### config.mk
export PLATFORM = sky130hd
export DESIGN_NAME = aric_ctrl
export DESIGN_NICKNAME = d
export VERILOG_FILES = /design/src/hdl/aric_pkg.sv /design/src/hdl/aric_ctrl.sv
export SDC_FILE = /design/constraint.sdc
export NUM_CORES = 1
export LEC_CHECK = 0
export ABC_AREA = 0
export BUFFER_PORTS_ARGS = -buffer_cell sky130_fd_sc_hd__buf_4
export CORE_MARGIN = 8
export CORE_UTILIZATION = 55
export CTS_BUF_LIST = sky130_fd_sc_hd__clkbuf_8
export DETAILED_ROUTE_END_ITERATION = 6
export PLACE_DENSITY = 0.87
export SETUP_SLACK_MARGIN = 0.05
export SYNTH_ARGS = -nofsm -noshare
export SYNTH_HDL_FRONTEND = slang
export SYNTH_SLANG_ARGS = --single-unit
### constraint.sdc
create_clock -name clk -period 3.8 [get_ports clk]
set_input_delay 0.38 -clock clk [delete_from_list [all_inputs] [get_ports clk]]
set_output_delay 0.38 -clock clk [all_outputs]
set_load 0.02 [all_outputs]
### src/hdl/aric_pkg.sv
// Shared constants and carrier types for the converter control block.
// Assumes a 32-bit APB master and one 20 MHz bus clock.
package aric_pkg;

  // ==========================================================
  // Register map (byte addresses)
  localparam logic [7:0] OFF_CTRL    = 8'h00;
  localparam logic [7:0] OFF_STATSC  = 8'h04;
  localparam logic [7:0] OFF_RES_HI  = 8'h08;
  localparam logic [7:0] OFF_RES_LO  = 8'h0C;
  localparam logic [7:0] OFF_PIN_EN  = 8'h10;
  localparam logic [7:0] OFF_EVT_STS = 8'h14;
  localparam logic [7:0] OFF_EVT_MSK = 8'h18;

  // ==========================================================
  // Field positions
  localparam int STATSC_CCF_BIT = 7;
  localparam int STATSC_IE_BIT  = 6;
  localparam int EVT_DONE_BIT   = 0;
  localparam int EVT_ABORT_BIT  = 1;

  // ==========================================================
  // Reset values
  localparam logic [7:0] CTRL_RST    = 8'h00;
  localparam logic [7:0] PIN_EN_RST  = 8'h00;
  localparam logic [1:0] EVT_MSK_RST = 2'h0;
  localparam logic [9:0] SAR_RST     = 10'h000;

  // ==========================================================
  // Timing
  localparam int          CLK_HZ         = 20_000_000;
  localparam logic [3:0]  SAMPLE_TICKS   = 4'hE;
  localparam logic [3:0]  RESULT_MSB     = 4'h9;
  localparam logic [9:0]  SAR_FIRST_TRY  = 10'h200;

  // ==========================================================
  // Carrier types
  typedef struct packed {
    logic       power_on;
    logic       right_just;
    logic       res8;
    logic       signed_res;
    logic [3:0] prescale;
  } aric_ctrl_type;

  typedef struct packed {
    logic [7:0] hi;
    logic [7:0] lo;
  } aric_result_type;

  typedef enum logic [1:0] {
    ST_IDLE,
    ST_SAMPLE,
    ST_CONVERT
  } aric_state_type;

endpackage : aric_pkg

### src/hdl/aric_ctrl.sv
// Converter control: APB registers, conversion sequencer, SAR, interrupt.
// Assumes an external comparator answering "input at or above DAC code"
// and an analog multiplexer steered by chan_sel.
//
// Function
// - Reset restores registers, leaves converter powered down
// - Reset ends running conversion, clears complete flag
// - Reset clears the whole SAR register
// - Reset cancels any pending converter interrupt
// - Power-on bit enables without touching registers
// - Control write aborts conversion, nothing else reset
// - Enabled interrupt fires at end, results valid
// - With event mask clear, enabled interrupt pending exactly while complete flag set
// - Any status/control write clears complete flag
// - Reading either result byte clears flag
// - One of eight channels routed per conversion
// - Status/control write aborts, then starts conversion
// - Pin enable write aborts, starts nothing
// - Power-on clear stops clock, aborts conversion
// - Sampling window lasts fourteen conversion clocks
//
// Decided for this implementation: the address map and the APB register port.
`timescale 1ns/1ps

module aric_ctrl (
  // Clock and reset
  input  wire logic        clk,
  input  wire logic        rst_b,
  // APB slave
  input  wire logic        psel,
  input  wire logic        penable,
  input  wire logic        pwrite,
  input  wire logic [7:0]  paddr,
  input  wire logic [31:0] pwdata,
  output logic [31:0]      prdata,
  output logic             pready,
  output logic             pslverr,
  // Converter core and multiplexer
  input  wire logic        comp_hi,
  output logic [2:0]       chan_sel,
  output logic             sample_en,
  output logic [9:0]       sar_code,
  output logic [7:0]       pin_enable,
  output logic             conv_busy,
  // Interrupt
  output logic             irq
);

  // ==========================================================
  // Reset release and comparator synchroniser
  logic rst_meta_r;
  logic rst_sync_b;
  logic comp_meta_r;
  logic comp_sync_r;

  always_ff @(posedge clk or negedge rst_b) begin
    if (!rst_b) begin
      rst_meta_r <= 1'b0;
      rst_sync_b <= 1'b0;
    end else begin
      rst_meta_r <= 1'b1;
      rst_sync_b <= rst_meta_r;
    end
  end

  // The comparator answers the code set at the previous tick; the two
  // sync stages need a tick period of at least three bus clocks, so a
  // prescale of zero decides on a stale comparison.
  always_ff @(posedge clk or negedge rst_sync_b) begin
    if (!rst_sync_b) begin
      comp_meta_r <= 1'b0;
      comp_sync_r <= 1'b0;
    end else begin
      comp_meta_r <= comp_hi;
      comp_sync_r <= comp_meta_r;
    end
  end

  // ==========================================================
  // Register state
  aric_pkg::aric_ctrl_type   ctrl_r;
  aric_pkg::aric_result_type result_r;
  aric_pkg::aric_state_type  state_r;
  aric_pkg::aric_state_type  state_nxt;
  logic        ccf_r;
  logic        ie_r;
  logic [2:0]  chan_r;
  logic [7:0]  pin_en_r;
  logic [1:0]  evt_sts_r;
  logic [1:0]  evt_msk_r;
  logic [9:0]  sar_r;
  logic [3:0]  bit_r;
  logic [3:0]  samp_cnt_r;
  logic [4:0]  div_r;
  logic [31:0] prdata_r;

  // ==========================================================
  // APB decode
  wire setup_ph  = psel && !penable;
  wire access_ph = psel && penable;
  wire wr_acc    = access_ph && pwrite;
  wire rd_acc    = access_ph && !pwrite;

  function automatic logic hit(input logic [7:0] a, input logic [7:0] off);
    hit = (a == off);
  endfunction : hit

  wire sel_ctrl  = hit(paddr, aric_pkg::OFF_CTRL);
  wire sel_sc    = hit(paddr, aric_pkg::OFF_STATSC);
  wire sel_rhi   = hit(paddr, aric_pkg::OFF_RES_HI);
  wire sel_rlo   = hit(paddr, aric_pkg::OFF_RES_LO);
  wire sel_pe    = hit(paddr, aric_pkg::OFF_PIN_EN);
  wire sel_ests  = hit(paddr, aric_pkg::OFF_EVT_STS);
  wire sel_emsk  = hit(paddr, aric_pkg::OFF_EVT_MSK);
  wire mapped    = sel_ctrl | sel_sc | sel_rhi | sel_rlo | sel_pe
                 | sel_ests | sel_emsk;

  wire ctrl_wr   = wr_acc && sel_ctrl;
  wire sc_wr     = wr_acc && sel_sc;
  wire pe_wr     = wr_acc && sel_pe;
  wire ests_wr   = wr_acc && sel_ests;
  wire emsk_wr   = wr_acc && sel_emsk;
  wire res_rd    = rd_acc && (sel_rhi || sel_rlo);

  wire [7:0] sc_view = {ccf_r, ie_r, 3'h0, chan_r};

  wire [7:0] rd_mux =
      sel_ctrl ? ctrl_r :
      sel_sc   ? sc_view :
      sel_rhi  ? result_r.hi :
      sel_rlo  ? result_r.lo :
      sel_pe   ? pin_en_r :
      sel_ests ? {6'h00, evt_sts_r} :
      sel_emsk ? {6'h00, evt_msk_r} : 8'h00;

  assign pready  = access_ph;
  assign pslverr = access_ph && !mapped;
  assign prdata  = prdata_r;

  // Read data is captured in the setup cycle so it leaves a flop.
  always_ff @(posedge clk or negedge rst_sync_b) begin
    if (!rst_sync_b) begin
      prdata_r <= 32'h0000_0000;
    end else if (setup_ph && !pwrite) begin
      prdata_r <= {24'h00_0000, rd_mux};
    end
  end

  // ==========================================================
  // Conversion clock prescaler: divide by (prescale + 1) * 2
  wire [4:0] div_lim = {ctrl_r.prescale, 1'b1};
  wire       powered = ctrl_r.power_on;
  wire       running = (state_r != aric_pkg::ST_IDLE);
  wire       tick    = powered && running && (div_r == div_lim);

  // ==========================================================
  // Sequencer
  wire abort    = ctrl_wr || pe_wr || sc_wr || !powered;
  wire start    = sc_wr && powered;
  wire samp_end = tick && (state_r == aric_pkg::ST_SAMPLE)
               && (samp_cnt_r == aric_pkg::SAMPLE_TICKS - 4'h1);
  wire last_bit = tick && (state_r == aric_pkg::ST_CONVERT)
               && (bit_r == 4'h0);
  wire done     = last_bit && !abort;
  wire aborted  = running && abort;

  always_comb begin
    state_nxt = state_r;
    case (state_r)
      aric_pkg::ST_IDLE: begin
        if (start) begin
          state_nxt = aric_pkg::ST_SAMPLE;
        end
      end
      aric_pkg::ST_SAMPLE: begin
        if (start) begin
          state_nxt = aric_pkg::ST_SAMPLE;
        end else if (abort) begin
          state_nxt = aric_pkg::ST_IDLE;
        end else if (samp_end) begin
          state_nxt = aric_pkg::ST_CONVERT;
        end
      end
      aric_pkg::ST_CONVERT: begin
        if (start) begin
          state_nxt = aric_pkg::ST_SAMPLE;
        end else if (abort || last_bit) begin
          state_nxt = aric_pkg::ST_IDLE;
        end
      end
      default: begin
        state_nxt = aric_pkg::ST_IDLE;
      end
    endcase
  end

  // Trial bit decision: keep the bit when the input is at or above it.
  wire [9:0] bit_mask = 10'h001 << bit_r;
  wire [9:0] sar_kept = comp_sync_r ? sar_r : (sar_r & ~bit_mask);
  wire [9:0] sar_next = sar_kept | (bit_mask >> 1);

  // Result formatting per resolution, justification and sign.
  function automatic aric_pkg::aric_result_type fmt(
      input logic [9:0] d, input aric_pkg::aric_ctrl_type c);
    logic [9:0] s;
    s = d;
    if (c.signed_res && !c.right_just) begin
      s[9] = ~d[9];
    end
    if (c.res8) begin
      fmt = {s[9:2], 8'h00};
    end else if (c.right_just) begin
      fmt = {6'h00, d};
    end else begin
      fmt = {s, 6'h00};
    end
  endfunction : fmt

  always_ff @(posedge clk or negedge rst_sync_b) begin
    if (!rst_sync_b) begin
      state_r    <= aric_pkg::ST_IDLE;
      sar_r      <= aric_pkg::SAR_RST;
      bit_r      <= aric_pkg::RESULT_MSB;
      samp_cnt_r <= 4'h0;
      div_r      <= 5'h00;
    end else begin
      state_r <= state_nxt;
      if (start || !running || !powered) begin
        div_r <= 5'h00;
      end else if (tick) begin
        div_r <= 5'h00;
      end else begin
        div_r <= div_r + 5'h01;
      end
      if (start) begin
        samp_cnt_r <= 4'h0;
        bit_r      <= aric_pkg::RESULT_MSB;
        sar_r      <= aric_pkg::SAR_FIRST_TRY;
      end else if (samp_end && !abort) begin
        samp_cnt_r <= 4'h0;
      end else if (tick && state_r == aric_pkg::ST_SAMPLE) begin
        samp_cnt_r <= samp_cnt_r + 4'h1;
      end else if (tick && state_r == aric_pkg::ST_CONVERT && !abort) begin
        sar_r <= last_bit ? sar_kept : sar_next;
        bit_r <= bit_r - 4'h1;
      end
    end
  end

  // ==========================================================
  // Software registers
  always_ff @(posedge clk or negedge rst_sync_b) begin
    if (!rst_sync_b) begin
      ctrl_r    <= aric_pkg::CTRL_RST;
      ie_r      <= 1'b0;
      chan_r    <= 3'h0;
      pin_en_r  <= aric_pkg::PIN_EN_RST;
      evt_msk_r <= aric_pkg::EVT_MSK_RST;
      result_r  <= 16'h0000;
    end else begin
      if (ctrl_wr) begin
        ctrl_r <= pwdata[7:0];
      end
      if (sc_wr) begin
        ie_r   <= pwdata[aric_pkg::STATSC_IE_BIT];
        chan_r <= pwdata[2:0];
      end
      if (pe_wr) begin
        pin_en_r <= pwdata[7:0];
      end
      if (emsk_wr) begin
        evt_msk_r <= pwdata[1:0];
      end
      if (done) begin
        result_r <= fmt(sar_kept, ctrl_r);
      end
    end
  end

  // Complete flag: a finishing conversion wins over a result read.
  always_ff @(posedge clk or negedge rst_sync_b) begin
    if (!rst_sync_b) begin
      ccf_r <= 1'b0;
    end else if (done) begin
      ccf_r <= 1'b1;
    end else if (sc_wr || res_rd) begin
      ccf_r <= 1'b0;
    end
  end

  // Sticky events, write one to clear; set beats clear.
  wire [1:0] evt_set = {aborted, done};
  always_ff @(posedge clk or negedge rst_sync_b) begin
    if (!rst_sync_b) begin
      evt_sts_r <= 2'h0;
    end else begin
      evt_sts_r <= (evt_sts_r & ~(ests_wr ? pwdata[1:0] : 2'h0)) | evt_set;
    end
  end

  // ==========================================================
  // Outputs
  wire irq_ccf = ccf_r && ie_r;
  assign irq        = irq_ccf || |(evt_sts_r & evt_msk_r);
  assign chan_sel   = chan_r;
  assign sample_en  = (state_r == aric_pkg::ST_SAMPLE);
  assign sar_code   = sar_r;
  assign pin_enable = pin_en_r;
  assign conv_busy  = running;

  // ==========================================================
  // Checks
  AST_RESET_STATE: assert property (@(posedge clk)
    !rst_sync_b |-> (!ctrl_r.power_on && !ccf_r && !running))
    else $error("Reset left converter powered or busy");
  AST_RESET_SAR: assert property (@(posedge clk)
    !rst_sync_b |-> (sar_r == 10'h000 && !irq))
    else $error("Reset left SAR bits or interrupt set");
  AST_IRQ_FOLLOWS_CCF: assert property (@(posedge clk)
    disable iff (!rst_sync_b)
    (evt_msk_r == 2'h0) |-> (irq == (ccf_r && ie_r)))
    else $error("Interrupt does not track complete flag");
  AST_SC_CLEARS: assert property (@(posedge clk)
    disable iff (!rst_sync_b) sc_wr |=> !ccf_r)
    else $error("Status write did not clear flag");
  AST_READ_CLEARS: assert property (@(posedge clk)
    disable iff (!rst_sync_b) (res_rd && !done) |=> !ccf_r)
    else $error("Result read did not clear flag");
  AST_CTRL_ABORT: assert property (@(posedge clk)
    disable iff (!rst_sync_b)
    (ctrl_wr || pe_wr) |=> (state_r == aric_pkg::ST_IDLE && $stable(ie_r)))
    else $error("Control or pin write did not abort");
  AST_SC_START: assert property (@(posedge clk)
    disable iff (!rst_sync_b)
    start |=> (state_r == aric_pkg::ST_SAMPLE && samp_cnt_r == 4'h0))
    else $error("Status write did not start sampling");
  AST_POWER_OFF: assert property (@(posedge clk)
    disable iff (!rst_sync_b)
    !powered |=> (!running && !tick))
    else $error("Powered down converter kept running");
  AST_SAMPLE_LEN: assert property (@(posedge clk)
    disable iff (!rst_sync_b)
    (samp_end && !abort) |-> (samp_cnt_r == 4'hD)
      ##1 (state_r == aric_pkg::ST_CONVERT))
    else $error("Sampling window not fourteen ticks");
  AST_DONE_RESULT: assert property (@(posedge clk)
    disable iff (!rst_sync_b)
    done |=> (ccf_r && result_r == fmt($past(sar_kept), ctrl_r)))
    else $error("Completion without result or flag");
  AST_CHAN_STABLE: assert property (@(posedge clk)
    disable iff (!rst_sync_b)
    (running && $past(running) && !$past(sc_wr)) |-> $stable(chan_sel))
    else $error("Channel changed mid conversion");
  AST_POWER_KEEPS: assert property (@(posedge clk)
    disable iff (!rst_sync_b)
    $rose(ctrl_r.power_on) |-> ($stable(result_r) && $stable(chan_r)))
    else $error("Power up disturbed registers");

endmodule : aric_ctrl

==> Word-level counts from Yosys, hierarchy flattened <==
Cells that the tools add are included.
{ "word_totals": {"word_cells": 142, "inputBits": 46, "regBits": 78} }
{ "classes": {"reduce_logical": 51, "addsub": 3, "eq_ne": 15, "mux": 35, "n_shift": 1, "bitwise_logic": 14} }
{ "ops": {"columns": ["operator", "count"], "rows": [
  ["two-way mux 10 bit", 6],
  ["two-way mux 8 bit", 5],
  ["two-way mux 16 bit", 2],
  ["two-way mux 4 bit", 7],
  ["logical AND 1 bit", 25],
  ["equality test 8 x 5 -> 1 bit, second input constant", 3],
  ["two-way mux 2 bit", 9],
  ["equality test 8 x 4 -> 1 bit, second input constant", 2],
  ["bitwise AND 10 bit", 1],
  ["two-way mux 5 bit", 2],
  ["NOT 10 bit", 1],
  ["OR 10 x 9 -> 10 bit", 1],
  ["<< shifter 1 x 4 -> 10 bit, first input constant", 1],
  ["logical OR 1 bit", 9],
  ["equality test 8 x 3 -> 1 bit, second input constant", 1],
  ["zero test 8 bit", 1],
  ["zero test 1 bit", 7],
  ["!= test 2 bit, second input constant", 3],
  ["OR 1 bit", 6],
  ["one-hot mux 2 bit (3 select lines)", 1],
  ["AND reduction 3 bit", 2],
  ["nonzero test 2 bit", 3],
  ["adder 5 x 1 -> 5 bit, second input constant", 1],
  ["equality test 5 bit", 1],
  ["16 further kinds", 19]
]} }

==> Longest topological paths before layout <==
{ "logic_depth": {"word_depth": 12, "ltp_mapped": 7, "depth_no_buf": 6} }

==> Least setup slack after synthesis <==
OpenSTA, ideal clock, no wires.
{ "synth_path": {"path_kind": "register -> register", "start": "register bit_r[1]", "end": "register result_r[11] (netlist name)", "t_required_ps": 3675, "t_arrival_ps": 2049, "path_stages_with_launch": 8, "slack_ps": 1626, "setup_time_ps": 125, "path_buffers": 1, "cell_sequence": "dfrtp_1 inv_1 ha_1 nor3b_2 nand2_1 nor4_4 buf_6 mux2_4"} }
{ "synth_via": {"elab_chain_len": 6, "word_cells_on_any_way": 9} }
{ "synth_lines": {"columns": ["element", "line", "text"], "rows": [
  ["from (decl)", "aric_ctrl.sv:92", "logic [3:0] bit_r;"],
  ["from (signal assigned)", "aric_ctrl.sv:223", "bit_r <= aric_pkg::RESULT_MSB;"],
  ["from (signal assigned)", "aric_ctrl.sv:237", "bit_r <= aric_pkg::RESULT_MSB;"],
  ["from (signal assigned)", "aric_ctrl.sv:245", "bit_r <= bit_r - 4'h1;"],
  ["<< shifter 1 x 4 -> 10 bit", "aric_ctrl.sv:198", "wire [9:0] bit_mask = 10'h001 << bit_r;"],
  ["NOT 10 bit", "aric_ctrl.sv:199", "wire [9:0] sar_kept = comp_sync_r ? sar_r : (sar_r & ~bit_mask);"],
  ["bitwise AND 10 bit", "aric_ctrl.sv:199", null],
  ["two-way mux 10 bit", "aric_ctrl.sv:199", null],
  ["two-way mux 16 bit", "aric_ctrl.sv:212", "end else if (c.right_just) begin"],
  ["two-way mux 16 bit", "aric_ctrl.sv:210", "if (c.res8) begin"],
  ["to (signal assigned)", "aric_ctrl.sv:275", "result_r <= fmt(sar_kept, ctrl_r);"],
  ["to (decl)", "aric_ctrl.sv:82", "aric_pkg::aric_result_type result_r;"]
]} }
Several ways; a longest one is shown, not always the timed one.
A chain may end at the register's enable or synchronous reset.

==> Worst setup path after layout <==
{ "layout_path": {"start": "register bit_r[1]", "end": "register result_r[8] (netlist name)"} }
Same word-level chain as after synthesis.

==> impl_metrics.env <==
export IMPL_r2r_end="result_r[8]"
export IMPL_drc_errors=0
export IMPL_ys_ff_latch=78
export IMPL_numPortBuffers=55
export IMPL_status="finished, final reports clean"
export IMPL_path_buf_inv=2
export IMPL_path_class="reg -> reg"
export IMPL_wl_met1_um=4460
export IMPL_path_cells="inv_1 -> ha_1 -> nor3b_2 -> nand2_1 -> nor4_4 -> buf_4 -> mux2_2"
export IMPL_leakage_nw=2.36
export IMPL_drtIter0Drc=304
export IMPL_cts_sinks=78
export IMPL_ys_warn_count=0
export IMPL_h_tree_depth=3
export IMPL_die_h_um=106
export IMPL_ys_async_sr_fraction=1.00
export IMPL_root_buffer="clkbuf_8"
export IMPL_path_delay_family="simple AND/OR/NAND/NOR gates"
export IMPL_grt_start_max_net_pins=42
export IMPL_coreArea_sq_mm=0.00805
export IMPL_floorplan_initialDensity=0.556
export IMPL_dp_cells=579
export IMPL_critical_path_max_fanout=18
export IMPL_vias=3540
export IMPL_grt_pass1_wl_um=18100
export IMPL_timing_rr_start="bit_r[1]"
export IMPL_crit_slowest_cell="dfrtp_1"
export IMPL_synthToLayoutAreaGrowth_pct=13.5
export IMPL_dpl_hpwl_um=8040
export IMPL_report_final_slew_viol_count=0
export IMPL_required_ns=4.06
export IMPL_place_gp_congestion=0.927
export IMPL_synth_top_area_cell="dfrtp_1"
export IMPL_route_met3_wl_um=810
export IMPL_setup_viol=0
export IMPL_hp_class="in -> reg"
export IMPL_clk_pin_slew_ns=0.09
export IMPL_vdd_ir_drop_max_mv=0.249
export IMPL_synthCells=433
export IMPL_layout_common_cells="75 x dfrtp_1, 59 x buf_4, 42 x nand2_1"
export IMPL_power_density_mw_per_mm2=306
export IMPL_min_delay_start="comp_hi"
export IMPL_reg2reg_slack_ns=1.48
export IMPL_nets=540
export IMPL_cts_resized=0
export IMPL_crit_path_start_kind="flip-flop"
export IMPL_synth_top_area_share=0.425
export IMPL_r2r_cells=7
export IMPL_yosys_top_cells_area="dfrtp_1 43%, mux2_2 8.3%, mux2i_1 5.1%, buf_4 4.0%, nand2_1 3.5%"
export IMPL_synth_edf_count=0
export IMPL_ys_seq_area_frac=0.437
export IMPL_min_period_over_period=0.611
export IMPL_drive_above_1_share=0.261
export IMPL_antenna_found_initial=0
export IMPL_top_layer_used="met4"
export IMPL_diodes=0
export IMPL_hold_slack_ns=0.114
export IMPL_cts_buffers_inserted=9
export IMPL_final_common_cell="dfrtp_1"
export IMPL_first_global_vias=3627
export IMPL_cp_end_kind="flip-flop"
export IMPL_drv_cap=0
export IMPL_cts_tree="done"
export IMPL_grt_setup_unrepaired="no"
export IMPL_cpPeakStageDelay_ns=0.43
export IMPL_ys_types=59
export IMPL_num_fill_cells=639
export IMPL_ant_nets=0
export IMPL_fmax_mhz=431
export IMPL_finalNonFillerCells=596
export IMPL_crit_arrival_ns=2.58
export IMPL_totalWireLength_um=11000
export IMPL_avgSynthCellArea_sq_um=10.3
export IMPL_rows=33
export IMPL_clk_latency_ns=0.36
export IMPL_die_w_um=106
export IMPL_fin_crit_ns=2.32
export IMPL_gr_usage_all_layers=0.199
export IMPL_hold_end="comp_meta_r"
export IMPL_grt_overflow=0
export IMPL_tns_ns=0
export IMPL_hold_depth=1
export IMPL_ioPinCount=104
export IMPL_hold_violations=0
export IMPL_slew_headroom=0.454
export IMPL_cts_buffer_depth=2
export IMPL_drtPass1Iterations=5
export IMPL_ys_flop_type="dfrtp_1"
export IMPL_wire_per_inst_um=18.5
export IMPL_tightest_slew_ns=0.812
export IMPL_finClkSkew_ns=0.00789
export IMPL_dr_wl_met2_um=5480
export IMPL_netlist_area_sq_mm=0.00447
export IMPL_die_area_sq_mm=0.0113
export IMPL_vias_per_cell=5.94
==> per-stage QoR <==
step	setup slack (ns)	power, mW	utilization	instance area [sq um]
6_report	1.48	1.55	0.631	5080
5_1_grt	1.36	1.61	0.631	5080
4_1_cts	1.49	1.56	0.631	5080
3_5_place_dp	1.45	0.987	0.607	4880
3_3_place_gp	1.54	0.982	0.607	4880
2_1_floorplan	1.47	0.957	-	4560
==> kinds of logic (layout without fill, tap and decap cells) <==
| kind of cell | after synthesis | after routing | share of synthesized area |
|---|---|---|---|
| muxes | 61 | 61 | 0.151 |
| other | 2 | 25 | 0.00168 |
| buffers and inverters | 59 | 94 | 0.0724 |
| and+or+nand+nor | 135 | 135 | 0.171 |
| DFF | 78 | 78 | 0.437 |
| AOI/OAI and AO/OA | 83 | 83 | 0.124 |
| adders and majority gates | 8 | 8 | 0.0224 |
| xor gates and xnor gates | 7 | 7 | 0.0204 |
==> area by class of cell <==
class	instances	area, sq um	area share
Clock buffer	9	124	0.0244
Clock inverter	7	58.8	0.0116
Inverter	18	67.6	0.0133
Multi-Input combinational cell	319	2290	0.450
Sequential cell	78	1960	0.385
Tap cell	105	131	0.0259
Timing Repair Buffer	60	453	0.0892
==> cell usage after synthesis (4+ instances only) <==
cell type and count:
o2bb2ai_1 7, nand3b_1 5, nand3_1 9, nor2_1 14, clkbuf_1 10, dfrtp_1 76, nor4_1 6, buf_2 4
a21oi_1 16, ha_1 8, o31ai_1 4, nor3_1 8, a21boi_0 4, nand4_1 4, o211ai_1 7, buf_4 24
nor4b_1 4, inv_1 18, mux2_2 33, a22oi_1 4, mux2i_1 23, o21ai_0 21, or3_1 7, and3_1 5
nand2_1 42, a21o_1 5, xnor2_2 4, nand2b_1 10, mux2_4 5, nor2b_1 4
==> worst max-delay path by stage <==
stage | startpoint | to | slack (ns) | cells past startpoint
floorplan | rst_sync_b | bit_r[1] | 1.47 | 0
global placement | bit_r[1] | result_r[5] | 1.54 | 7
detailed placement | paddr[4] | ctrl_r[4] | 1.45 | 4
CTS | bit_r[1] | result_r[8] | 1.49 | 7
global route | bit_r[1] | result_r[2] | 1.36 | 7
finish | bit_r[1] | result_r[8] | 1.48 | 7
==> sequential cells by signal, summed over array words and instances (netlist names) <==
| signal | cells |
|---|---|
| sar_code | 10 |
| powered | 1 |
| rst_sync_b | 1 |
| result_r | 16 |
| samp_cnt_r | 4 |
| ctrl_r | 7 |
| div_r | 5 |
| ie_r | 1 |
| evt_msk_r | 2 |
| rst_meta_r | 1 |
| comp_sync_r | 1 |
| ccf_r | 1 |
| chan_sel | 3 |
| comp_meta_r | 1 |
| evt_sts_r | 2 |
| bit_r | 4 |
| state_r | 2 |
| pin_enable | 8 |
| prdata | 8 |
==> layer usage <==
layer	track usage	vias to the layer above
li1	-	1621
met1	0.235	1748
met2	0.332	143
met3	0.0599	28
met4	0.0804	0
met5	0	-
==> power breakdown <==
group          leakage [nW]  internal [mW]  switching, mW
clock network        0.0864          0.244          0.335
logic                  1.30         0.0399         0.0824
registers             0.973          0.837         0.0145
total                  2.36           1.12          0.432
==> timing repair <==
item	CTS	global route
hold buffers	1	0
hold endpoints to repair	2	0
buffers inserted	0	0
Note: power is estimated with default switching activity, not from simulation.
